### src/cpu_oag_pkg.sv
package cpu_oag_pkg;

	localparam int ADDR_W = 16;
	localparam int DATA_W = 8;
	localparam logic [15:0] PC_RESET = 16'h0000;
	localparam logic [15:0] ADDR_RESET = 16'h0000;
	localparam logic [7:0] ACC_RESET = 8'h00;
	localparam logic [7:0] IDX_RESET = 8'h00;
	localparam logic [7:0] PAGE_ZERO = 8'h00;

	typedef enum logic [1:0] {
		cls_reg_mem,
		cls_rmw,
		cls_branch
	} iclass_t;

	typedef enum logic [2:0] {
		mode_inh_a,
		mode_inh_x,
		mode_dir,
		mode_ext,
		mode_ix,
		mode_ix1,
		mode_ix2,
		mode_rel
	} amode_t;

	typedef enum logic [4:0] {
		add_op,
		add_carry_op,
		and_acc_op,
		bit_test_op,
		compare_acc_op,
		compare_index_op,
		xor_acc_op,
		load_acc_op,
		load_index_op,
		product_op,
		or_acc_op,
		subtract_op,
		subtract_borrow_op,
		store_acc_op,
		store_index_op,
		shift_left_arith_op,
		shift_right_arith_op,
		shift_left_logic_op,
		shift_right_logic_op,
		rotate_left_carry_op,
		rotate_right_carry_op,
		bit_reset_op,
		bit_raise_op,
		zero_fill_op,
		bitwise_invert_op,
		arithmetic_invert_op,
		plus_one_op,
		minus_one_op,
		test_flags_only_op,
		branch_op
	} op_t;

	typedef struct packed {
		iclass_t iclass;
		amode_t mode;
		op_t op;
		logic [2:0] bit_sel;
		logic [7:0] byte1;
		logic [7:0] byte2;
		logic [15:0] pc;
		logic cond;
	} instr_t;

	typedef struct packed {
		logic h;
		logic n;
		logic z;
		logic c;
	} flags_t;

	typedef struct packed {
		logic req;
		logic we;
		logic [15:0] addr;
		logic [7:0] wdata;
	} mem_req_t;

	localparam flags_t FLAGS_RESET = '{h: 1'b0, n: 1'b0, z: 1'b0, c: 1'b0};

endpackage : cpu_oag_pkg

### src/cpu_operand_address_generator.sv
// Notes on behaviour
// - Direct mode: address is zero high byte, first operand byte low.
// - Extended mode: first operand byte high, second byte low address half.
// - Indexed no offset: index register low byte, zero high byte.
// - Indexed byte offset: unsigned index plus unsigned byte, full nine-bit sum.
// - Indexed word offset: index plus word, high byte first after opcode.
// - Taken branch adds signed offset to next-instruction counter; else fall through.
// - Relative mode is accepted only for branches.
// - Register/memory ops pair accumulator or index with a memory byte; product pairs accumulator with index.
// - Register/memory set: add, adc, and, bit, compares, xor, loads, stores, product, or, subtracts.
// - Read-modify-write reads, alters, writes back to the same place.
// - Read-modify-write set: shifts, rotates, clear, invert, negate, inc, dec, bits, test.
// - Bit set and bit clear accept direct mode only.
// - Test reads and updates flags but writes nothing back.
// - Product of accumulator and index: high byte to index, low to accumulator.
`timescale 1ns/1ps
`default_nettype none

module cpu_operand_address_generator
	import cpu_oag_pkg::*;
(
	input wire logic mclk,
	input wire logic rst_b,
	input wire instr_t instr,
	input wire logic instr_valid,
	output logic instr_ready,
	input wire logic mem_ack,
	input wire logic [7:0] mem_rdata,
	output mem_req_t mem,
	output logic done,
	output logic illegal,
	output logic [15:0] pc_out,
	output logic [7:0] acc,
	output logic [7:0] idx,
	output flags_t flags
);

	typedef enum {st_idle, st_read, st_write} state_t;

	state_t state_reg;
	mem_req_t mem_reg;
	op_t op_reg;
	logic [2:0] bit_reg;
	logic done_reg, illegal_reg;
	logic [15:0] pc_reg;
	logic [7:0] acc_reg, idx_reg;
	flags_t flags_reg;

	logic take, bad, is_rmw_reg, from_mem;
	logic [15:0] ea_next;
	op_t alu_op;
	logic [2:0] alu_bit;
	logic [7:0] alu_in, res, mask;
	logic [8:0] wide;
	logic [15:0] prod;
	logic upd_nz, upd_c, upd_h, wr_acc, wr_idx, wr_back, new_c, new_h;

	assign instr_ready = (state_reg == st_idle);
	assign take = instr_valid && instr_ready;
	assign is_rmw_reg = (instr.mode == mode_inh_a) || (instr.mode == mode_inh_x);

	always_comb begin
		bad = 1'b0;
		if ((instr.mode == mode_rel) != (instr.iclass == cls_branch)) begin
			bad = 1'b1;
		end
		if ((instr.op == bit_raise_op || instr.op == bit_reset_op) && instr.mode != mode_dir) begin
			bad = 1'b1;
		end
		if (instr.iclass == cls_reg_mem && is_rmw_reg && instr.op != product_op) begin
			bad = 1'b1;
		end
		if (instr.op == product_op && instr.mode != mode_inh_a) begin
			bad = 1'b1;
		end
	end

	always_comb begin
		case (instr.mode)
			mode_dir: ea_next = {PAGE_ZERO, instr.byte1};
			mode_ext: ea_next = {instr.byte1, instr.byte2};
			mode_ix: ea_next = {PAGE_ZERO, idx_reg};
			mode_ix1: ea_next = {PAGE_ZERO, instr.byte1} + {PAGE_ZERO, idx_reg};
			mode_ix2: ea_next = {instr.byte1, instr.byte2} + {PAGE_ZERO, idx_reg};
			default: ea_next = ADDR_RESET;
		endcase
	end

	// The arithmetic unit sees the register operand in the accept cycle and the memory byte later.
	assign from_mem = (state_reg == st_read);
	assign alu_op = from_mem ? op_reg : instr.op;
	assign alu_bit = from_mem ? bit_reg : instr.bit_sel;
	assign mask = 8'h01 << alu_bit;

	always_comb begin
		if (from_mem) begin
			alu_in = mem_rdata;
		end else if (instr.mode == mode_inh_x) begin
			alu_in = idx_reg;
		end else begin
			alu_in = acc_reg;
		end
	end

	always_comb begin
		wide = 9'h000;
		prod = {8'h00, acc_reg} * {8'h00, idx_reg};
		res = alu_in;
		upd_nz = 1'b1;
		upd_c = 1'b0;
		upd_h = 1'b0;
		new_c = flags_reg.c;
		new_h = flags_reg.h;
		wr_acc = 1'b0;
		wr_idx = 1'b0;
		wr_back = 1'b0;
		case (alu_op)
			add_op, add_carry_op: begin
				wide = {1'b0, acc_reg} + {1'b0, alu_in} + {8'h00, alu_op == add_carry_op && flags_reg.c};
				res = wide[7:0];
				new_c = wide[8];
				new_h = (acc_reg[4] ^ alu_in[4] ^ res[4]);
				upd_c = 1'b1;
				upd_h = 1'b1;
				wr_acc = 1'b1;
			end
			subtract_op, subtract_borrow_op, compare_acc_op, compare_index_op: begin
				wide = {1'b0, (alu_op == compare_index_op) ? idx_reg : acc_reg} - {1'b0, alu_in}
					- {8'h00, alu_op == subtract_borrow_op && flags_reg.c};
				res = wide[7:0];
				new_c = wide[8];
				upd_c = 1'b1;
				wr_acc = (alu_op == subtract_op) || (alu_op == subtract_borrow_op);
			end
			and_acc_op, bit_test_op: begin
				res = acc_reg & alu_in;
				wr_acc = (alu_op == and_acc_op);
			end
			xor_acc_op: begin
				res = acc_reg ^ alu_in;
				wr_acc = 1'b1;
			end
			or_acc_op: begin
				res = acc_reg | alu_in;
				wr_acc = 1'b1;
			end
			load_acc_op: wr_acc = 1'b1;
			load_index_op: wr_idx = 1'b1;
			store_acc_op: res = acc_reg;
			store_index_op: res = idx_reg;
			product_op: begin
				upd_nz = 1'b0;
				upd_c = 1'b1;
				upd_h = 1'b1;
				new_c = 1'b0;
				new_h = 1'b0;
			end
			shift_left_arith_op, shift_left_logic_op: begin
				res = {alu_in[6:0], 1'b0};
				new_c = alu_in[7];
				upd_c = 1'b1;
				wr_back = 1'b1;
			end
			shift_right_arith_op: begin
				res = {alu_in[7], alu_in[7:1]};
				new_c = alu_in[0];
				upd_c = 1'b1;
				wr_back = 1'b1;
			end
			shift_right_logic_op: begin
				res = {1'b0, alu_in[7:1]};
				new_c = alu_in[0];
				upd_c = 1'b1;
				wr_back = 1'b1;
			end
			rotate_left_carry_op: begin
				res = {alu_in[6:0], flags_reg.c};
				new_c = alu_in[7];
				upd_c = 1'b1;
				wr_back = 1'b1;
			end
			rotate_right_carry_op: begin
				res = {flags_reg.c, alu_in[7:1]};
				new_c = alu_in[0];
				upd_c = 1'b1;
				wr_back = 1'b1;
			end
			zero_fill_op: begin
				res = 8'h00;
				new_c = 1'b0;
				upd_c = 1'b1;
				wr_back = 1'b1;
			end
			bitwise_invert_op: begin
				res = ~alu_in;
				new_c = 1'b1;
				upd_c = 1'b1;
				wr_back = 1'b1;
			end
			arithmetic_invert_op: begin
				res = 8'h00 - alu_in;
				new_c = (res != 8'h00);
				upd_c = 1'b1;
				wr_back = 1'b1;
			end
			plus_one_op: begin
				res = alu_in + 8'h01;
				wr_back = 1'b1;
			end
			minus_one_op: begin
				res = alu_in - 8'h01;
				wr_back = 1'b1;
			end
			bit_raise_op: begin
				res = alu_in | mask;
				upd_nz = 1'b0;
				wr_back = 1'b1;
			end
			bit_reset_op: begin
				res = alu_in & ~mask;
				upd_nz = 1'b0;
				wr_back = 1'b1;
			end
			test_flags_only_op: wr_back = 1'b0;
			default: upd_nz = 1'b0;
		endcase
	end

	logic finish_now;
	assign finish_now = (take && (bad || instr.iclass == cls_branch || is_rmw_reg))
		|| (state_reg == st_read && mem_ack && !wr_back)
		|| (state_reg == st_write && mem_ack);

	always_ff @(posedge mclk or negedge rst_b) begin
		if (!rst_b) begin
			state_reg <= st_idle;
			mem_reg <= '{req: 1'b0, we: 1'b0, addr: ADDR_RESET, wdata: ACC_RESET};
			op_reg <= test_flags_only_op;
			bit_reg <= 3'h0;
		end else begin
			case (state_reg)
				st_idle: begin
					if (take && !bad && instr.iclass != cls_branch && !is_rmw_reg) begin
						op_reg <= instr.op;
						bit_reg <= instr.bit_sel;
						mem_reg.req <= 1'b1;
						mem_reg.addr <= ea_next;
						if (instr.op == store_acc_op || instr.op == store_index_op) begin
							mem_reg.we <= 1'b1;
							mem_reg.wdata <= (instr.op == store_acc_op) ? acc_reg : idx_reg;
							state_reg <= st_write;
						end else begin
							mem_reg.we <= 1'b0;
							state_reg <= st_read;
						end
					end
				end
				st_read: begin
					if (mem_ack) begin
						if (wr_back) begin
							mem_reg.we <= 1'b1;
							mem_reg.wdata <= res;
							state_reg <= st_write;
						end else begin
							mem_reg.req <= 1'b0;
							state_reg <= st_idle;
						end
					end
				end
				st_write: begin
					if (mem_ack) begin
						mem_reg.req <= 1'b0;
						mem_reg.we <= 1'b0;
						state_reg <= st_idle;
					end
				end
				default: state_reg <= st_idle;
			endcase
		end
	end

	// Registers and flags are only touched once the operand is known, never on a refused request.
	logic alu_fire;
	assign alu_fire = (take && !bad && is_rmw_reg) || (state_reg == st_read && mem_ack)
		|| (take && !bad && (instr.op == store_acc_op || instr.op == store_index_op));

	always_ff @(posedge mclk or negedge rst_b) begin
		if (!rst_b) begin
			acc_reg <= ACC_RESET;
			idx_reg <= IDX_RESET;
			flags_reg <= FLAGS_RESET;
		end else if (alu_fire) begin
			if (alu_op == product_op) begin
				idx_reg <= prod[15:8];
				acc_reg <= prod[7:0];
			end else if (wr_acc || (wr_back && !from_mem && instr.mode == mode_inh_a)) begin
				acc_reg <= res;
			end else if (wr_idx || (wr_back && !from_mem && instr.mode == mode_inh_x)) begin
				idx_reg <= res;
			end
			if (upd_nz) begin
				flags_reg.n <= res[7];
				flags_reg.z <= (res == 8'h00);
			end
			if (upd_c) begin
				flags_reg.c <= new_c;
			end
			if (upd_h) begin
				flags_reg.h <= new_h;
			end
		end
	end

	always_ff @(posedge mclk or negedge rst_b) begin
		if (!rst_b) begin
			pc_reg <= PC_RESET;
			done_reg <= 1'b0;
			illegal_reg <= 1'b0;
		end else begin
			done_reg <= finish_now;
			if (take) begin
				illegal_reg <= bad;
			end
			if (take && !bad && instr.iclass == cls_branch) begin
				pc_reg <= instr.cond ? instr.pc + {{8{instr.byte1[7]}}, instr.byte1} : instr.pc;
			end
		end
	end

	assign mem = mem_reg;
	assign done = done_reg;
	assign illegal = illegal_reg;
	assign pc_out = pc_reg;
	assign acc = acc_reg;
	assign idx = idx_reg;
	assign flags = flags_reg;

	logic take_mem;
	assign take_mem = take && !bad && instr.iclass != cls_branch && !is_rmw_reg;
endmodule : cpu_operand_address_generator

`default_nettype wire

### config.mk
export PLATFORM = sky130hd
export DESIGN_NAME = cpu_operand_address_generator
export DESIGN_NICKNAME = d
export VERILOG_FILES = /design/src/cpu_oag_pkg.sv /design/src/cpu_operand_address_generator.sv
export SDC_FILE = /design/constraint.sdc
export NUM_CORES = 1
export LEC_CHECK = 0
export ABC_AREA = 1
export BUFFER_PORTS_ARGS = -buffer_cell sky130_fd_sc_hd__buf_4
export CAP_MARGIN = 20
export CORE_MARGIN = 2
export CORE_UTILIZATION = 66
export CTS_CLUSTER_SIZE = 40
export DETAILED_ROUTE_END_ITERATION = 10
export PLACE_DENSITY = 0.88
export SLEW_MARGIN = 15
export SYNTH_ARGS = -nofsm -noshare
export SYNTH_HDL_FRONTEND = slang
export SYNTH_SLANG_ARGS = --single-unit
### constraint.sdc
create_clock -name mclk -period 10.7 [get_ports mclk]
set_input_delay 2.14 -clock mclk [delete_from_list [all_inputs] [get_ports mclk]]
set_output_delay 2.14 -clock mclk [all_outputs]
set_load 0.02 [all_outputs]
Word level (Yosys, flattened, before mapping)
Cells that the tools add are included.
{"block": "word_totals", "register_bits": 104, "out_inout_bits": 65, "word_cells": 208}
{"block": "classes", "add_sub_neg": 10, "multipliers": 1, "n_eq_ne": 56, "shifts": 1, "mux": 43, "n_bitwise": 9, "reduce_logical": 72}
{"operator": "8-bit case mux with 19 select lines", "n": 1}
{"operator": "32-bit 2-to-1 mux", "n": 3}
{"operator": "8-bit 2-to-1 mux", "n": 12}
{"operator": "32-bit case mux with 3 select lines", "n": 1}
{"operator": "16-bit case mux with 5 select lines", "n": 1}
{"operator": "5-bit == test, second input constant", "n": 15}
{"operator": "32-bit by 2-bit == test with 1-bit output, second input constant", "n": 2}
{"operator": "32-bit logical NOT", "n": 2}
{"operator": "5-bit by 4-bit == test with 1-bit output, second input constant", "n": 11}
{"operator": "32-bit by 1-bit == test with 1-bit output, second input constant", "n": 1}
{"operator": "32-bit by 3-bit == test with 1-bit output, second input constant", "n": 1}
{"operator": "26-bit 2-to-1 mux", "n": 1}
{"operator": "26-bit OR reduction", "n": 1}
{"operator": "5-bit by 3-bit == test with 1-bit output, second input constant", "n": 4}
{"operator": "1-bit logical AND", "n": 20}
{"operator": "8-bit by 8-bit adder with 9-bit output", "n": 2}
{"operator": "16-bit adder", "n": 1}
{"operator": "16-bit by 8-bit adder with 16-bit output", "n": 1}
{"operator": "8-bit bitwise AND", "n": 2}
{"operator": "8-bit by 8-bit multiplier with 16-bit output", "n": 1}
{"operator": "16-bit 2-to-1 mux", "n": 1}
{"operator": "2-bit != test, second input constant", "n": 8}
{"operator": "8-bit inverter", "n": 2}
{"operator": "8-bit bitwise OR", "n": 2}
{"operator": "other kinds (46)", "n": 96}

Depth between registers and ports, before layout
{"block": "depth", "word_depth": 12, "mapped_depth": 28}

Worst setup path after synthesis
OpenSTA, ideal clock, no wires.
{"block": "synth_path", "path_kind": "input to register", "start": "input port instr[37] in the netlist's numbering", "end": "register idx_reg[4] (netlist: idx[4])", "t_arrival_ps": 4896, "slack_ps": 5686, "path_stages": 25, "path_buffers": 1, "cell_sequence": "inv_1 -> nand2_1 -> nand2_4 -> nand2_4 -> nor2_4 -> nand2_2 -> clkbuf_1 -> o21ai_0 -> fa_1 -> fa_1 -> nand2_1 -> a21oi_1 -> xor2_1 -> inv_1 -> nand2_1 -> o21ai_0 -> inv_1 -> nand2_1 -> nor2_1 -> nand2_1 -> nand2_1 -> inv_1 -> nand2_1 -> nand3_1 -> o21a_1"}
{"block": "synth_via", "elab_chain_len": 12}
{"item": "from (decl)", "line": "cpu_operand_address_generator.sv:24", "rtl": "input wire instr_t instr,"}
{"item": "branches (longest 12 deep; another with 8-bit by 8-bit subtractor with 9-bit output)"}
{"item": "to (signal assigned)", "line": "cpu_operand_address_generator.sv:294", "rtl": "idx_reg <= prod[15:8];"}
{"item": "to (signal assigned)", "line": "cpu_operand_address_generator.sv:299", "rtl": "idx_reg <= res;"}
{"item": "to (decl)", "line": "cpu_operand_address_generator.sv:46", "rtl": "logic [7:0] acc_reg, idx_reg;"}
Several ways; the timed one is not identified. The select of a mux whose other input is x is not followed.
A chain may end at the register's enable or synchronous reset.

Worst setup path in the final report
{"block": "layout_path", "start": "input port instr[43] in the netlist's numbering", "end": "register idx_reg[2] (netlist: idx[2])"}
{"block": "layout_via", "elab_chain_len": 12}
{"item": "branches (longest 12 deep; another with 8-bit by 8-bit subtractor with 9-bit output)"}
Several ways; the timed one is not identified. The select of a mux whose other input is x is not followed.

==> reports/metrics.yaml <==
final_cell_mix: "nand2_1, inv_1, nor2_1"
timing.final.crit_share_pct: 51.1
period_minus_slack_ns: 5.47
synth_xor_area_share_pct: 1.60
core-area_um2: 16400
drc: 0
tightest_slew_ns: 1.02
netlist-cell-type-count: 58
setup_viol: 0
synth-main-ff-cell: "dfrtp_1"
start_kind: "input port"
fin_tns_setup_ns: 0
rrSetupSlack_ns: 5.49
ys_seq_area_share_pct: 17.0
dpl.hpwl_um: 30000
root_buffer: "clkbuf_16"
clock.fmax_mhz: 183
antennaDiodeCount: 0
place.gp.congestion: 1.09
worstSetupStartpoint: "instr[43]"
totalWireLength_um: 39600
synth.area.mux_share_pct: 0
nNetsFinal: 2019
worstSetupPathType: "in -> reg"
die_h_um: 133
drv_cap: 0
synth_nets: 1922
die-area_um2: 17600
cts_resized: 0
cts_tree: "done"
yosys.area_share.simple_pct: 36.8
fill_cells: 1355
status: "finished, final reports clean"
hold_viol: 0
grt_max_degree: 75
cts.sinks: 74
cts-htree-levels: 3
finalMaxSlewViolations: 0
postRouteAntennaNets: 0
postCtsSetupBuffers: 0
vias: 12742
synth_async_sr_flop_share_pct: 100
end_kind: "flip-flop"
initial_core_util_pct: 66.6
track_usage_pct: 44.5
synth_top_area_share_pct: 17.5
grt_pass1_vias: 12016
drtIter0Drc: 1447
min_from: "pc_out[1]"
clock_skew_ns: 0.0118
postCtsHoldBufs: 0
yosysWarnings: 0
numCtsBuffers: 9
yosys.area.top_type: "nand2_1"
r2r_start: "acc[1]"
clkTransAtPathRegs_ns: 0.06
drtPass1Iterations: 6
antenna_found_initial: 0
syn_area_um2: 10900
grt-ovfl-total: 0
syn_area_per_cell_um2: 6.35
ys_top_cells_by_area: "nand2_1, dfrtp_1, ha_1"
synthAdderAreaFrac_pct: 19.3
synthCells: 1722
layout_commonest_cell: "nand2_1"
arrival_ns: 5.70
via_per_inst: 6.23
ys_seq_elements: 74
hold_path_class: "reg -> reg"
synth_compound_area_share_pct: 15.2
avgRoutedWirePerCell_um: 19.4
syn_to_final_growth_pct: 12.7
grt_pass1_wl_um: 62200
largest_reg_flops: 26
synth_top_family_by_area: "simple AND/OR/NAND/NOR gates"
cp_max_fo: 10
post_route_cells_drive_above_1_share_pct: 12.6
slew_headroom_pct: 31.3
fp-row-count: 47
fp.dieW_um: 133
grt_setup_unrepaired: "no"
pin_count: 123
port_buffers: 122
insertion_delay_ns: 0.35
synth_edf_count: 0
crit_required_ns: 10.93
clock_path_buffers: 2
[worst paths after layout]
path,endpoint,cells past startpoint
hold reg to reg,pc_out[1],2
hold / removal,pc_out[1],2
setup / recovery,idx[2],20
max in group asynchronous,acc[4],1
min in group asynchronous,mem[19],1
setup reg to reg,idx[4],18
[worst max-delay path, stage by stage]
cell     delay [ns]
buf_4          0.13
nor2_2         0.19
nand2_2        0.18
nand2_1        0.09
nand3_1        0.12
nand2_1        0.34
inv_1          0.22
fa_1           0.47
fa_1           0.47
or2_2          0.31
nand3_1        0.09
nand2_1        0.05
a21oi_1        0.12
nand3_1        0.11
nor2_1         0.12
nand2_1        0.11
nand2_1        0.10
o21ai_0        0.12
nand2_1        0.12
o21ai_1        0.07
[layout make-up]
| class | instances | area, µm² | area share (%) |
|---|---|---|---|
| Clock inverter | 6 | 95.1 | 0.772 |
| Clock buffer | 10 | 239 | 1.94 |
| Timing Repair Buffer | 127 | 953 | 7.74 |
| Inverter | 244 | 918 | 7.46 |
| Tap cell | 220 | 275 | 2.24 |
| Multi-Input combinational cell | 1363 | 7970 | 64.8 |
| Sequential cell | 74 | 1860 | 15.1 |
[stage by stage]
step	cell area, µm²	std cells	util (%)	worst slack, ns	hold WS, ns
2_1_floorplan	10900	1722	-	5.69	0.453
3_3_place_gp	12000	2028	73.0	5.09	0.459
3_5_place_dp	12000	2028	73.0	4.97	0.466
4_1_cts	12300	2044	75.0	5.31	0.484
5_1_grt	12300	2044	75.0	5.04	0.499
6_report	12300	2044	75.0	5.23	0.480
[cell usage after synthesis, types with 2 or more instances]
master / n
a21o_1: 8
xnor2_1: 8
nand4_1: 25
nor3_1: 19
a221oi_1: 2
ha_1: 98
nor2_4: 9
a22o_1: 2
nand3_2: 7
o21a_1: 4
a21oi_1: 109
o211ai_1: 11
nand2_1: 510
a22oi_1: 3
o21bai_1: 4
inv_1: 231
o22ai_1: 13
buf_2: 5
o2bb2ai_1: 2
clkbuf_1: 29
buf_6: 3
nand3_1: 119
clkinv_1: 4
or2_1: 2
xor2_1: 12
nand2_2: 21
o21ai_1: 16
nor2_1: 154
a31oi_1: 7
o31ai_1: 4
buf_1: 3
or2_2: 12
a21boi_0: 2
nand3_4: 2
dfstp_2: 3
nor2_2: 5
a2111oi_0: 3
fa_1: 44
inv_2: 8
nor2_8: 3
dfrtp_1: 71
o21ai_0: 102
nand2_4: 8
[cell families after synthesis]
logic type                 after synthesis
and+or+nand+nor                        903
AOI/OAI and AO/OA                      298
buffers and inverters                  285
adders and majority gates              142
DFF                                     74
xor gates and xnor gates                20
[metal layers]
metal | vias up | part of all wire [%] | track usage, %
met5 | - | 0 | 0
li1 | 5790 | - | -
met4 | 0 | 5.9 | 24.3
met1 | 5783 | 37 | 58.5
met2 | 958 | 44 | 68.6
met3 | 211 | 13 | 9.69
Power is left out: the tool's default activity adds up to more than one toggle a clock period on the data nets, which glitch-free logic cannot reach.
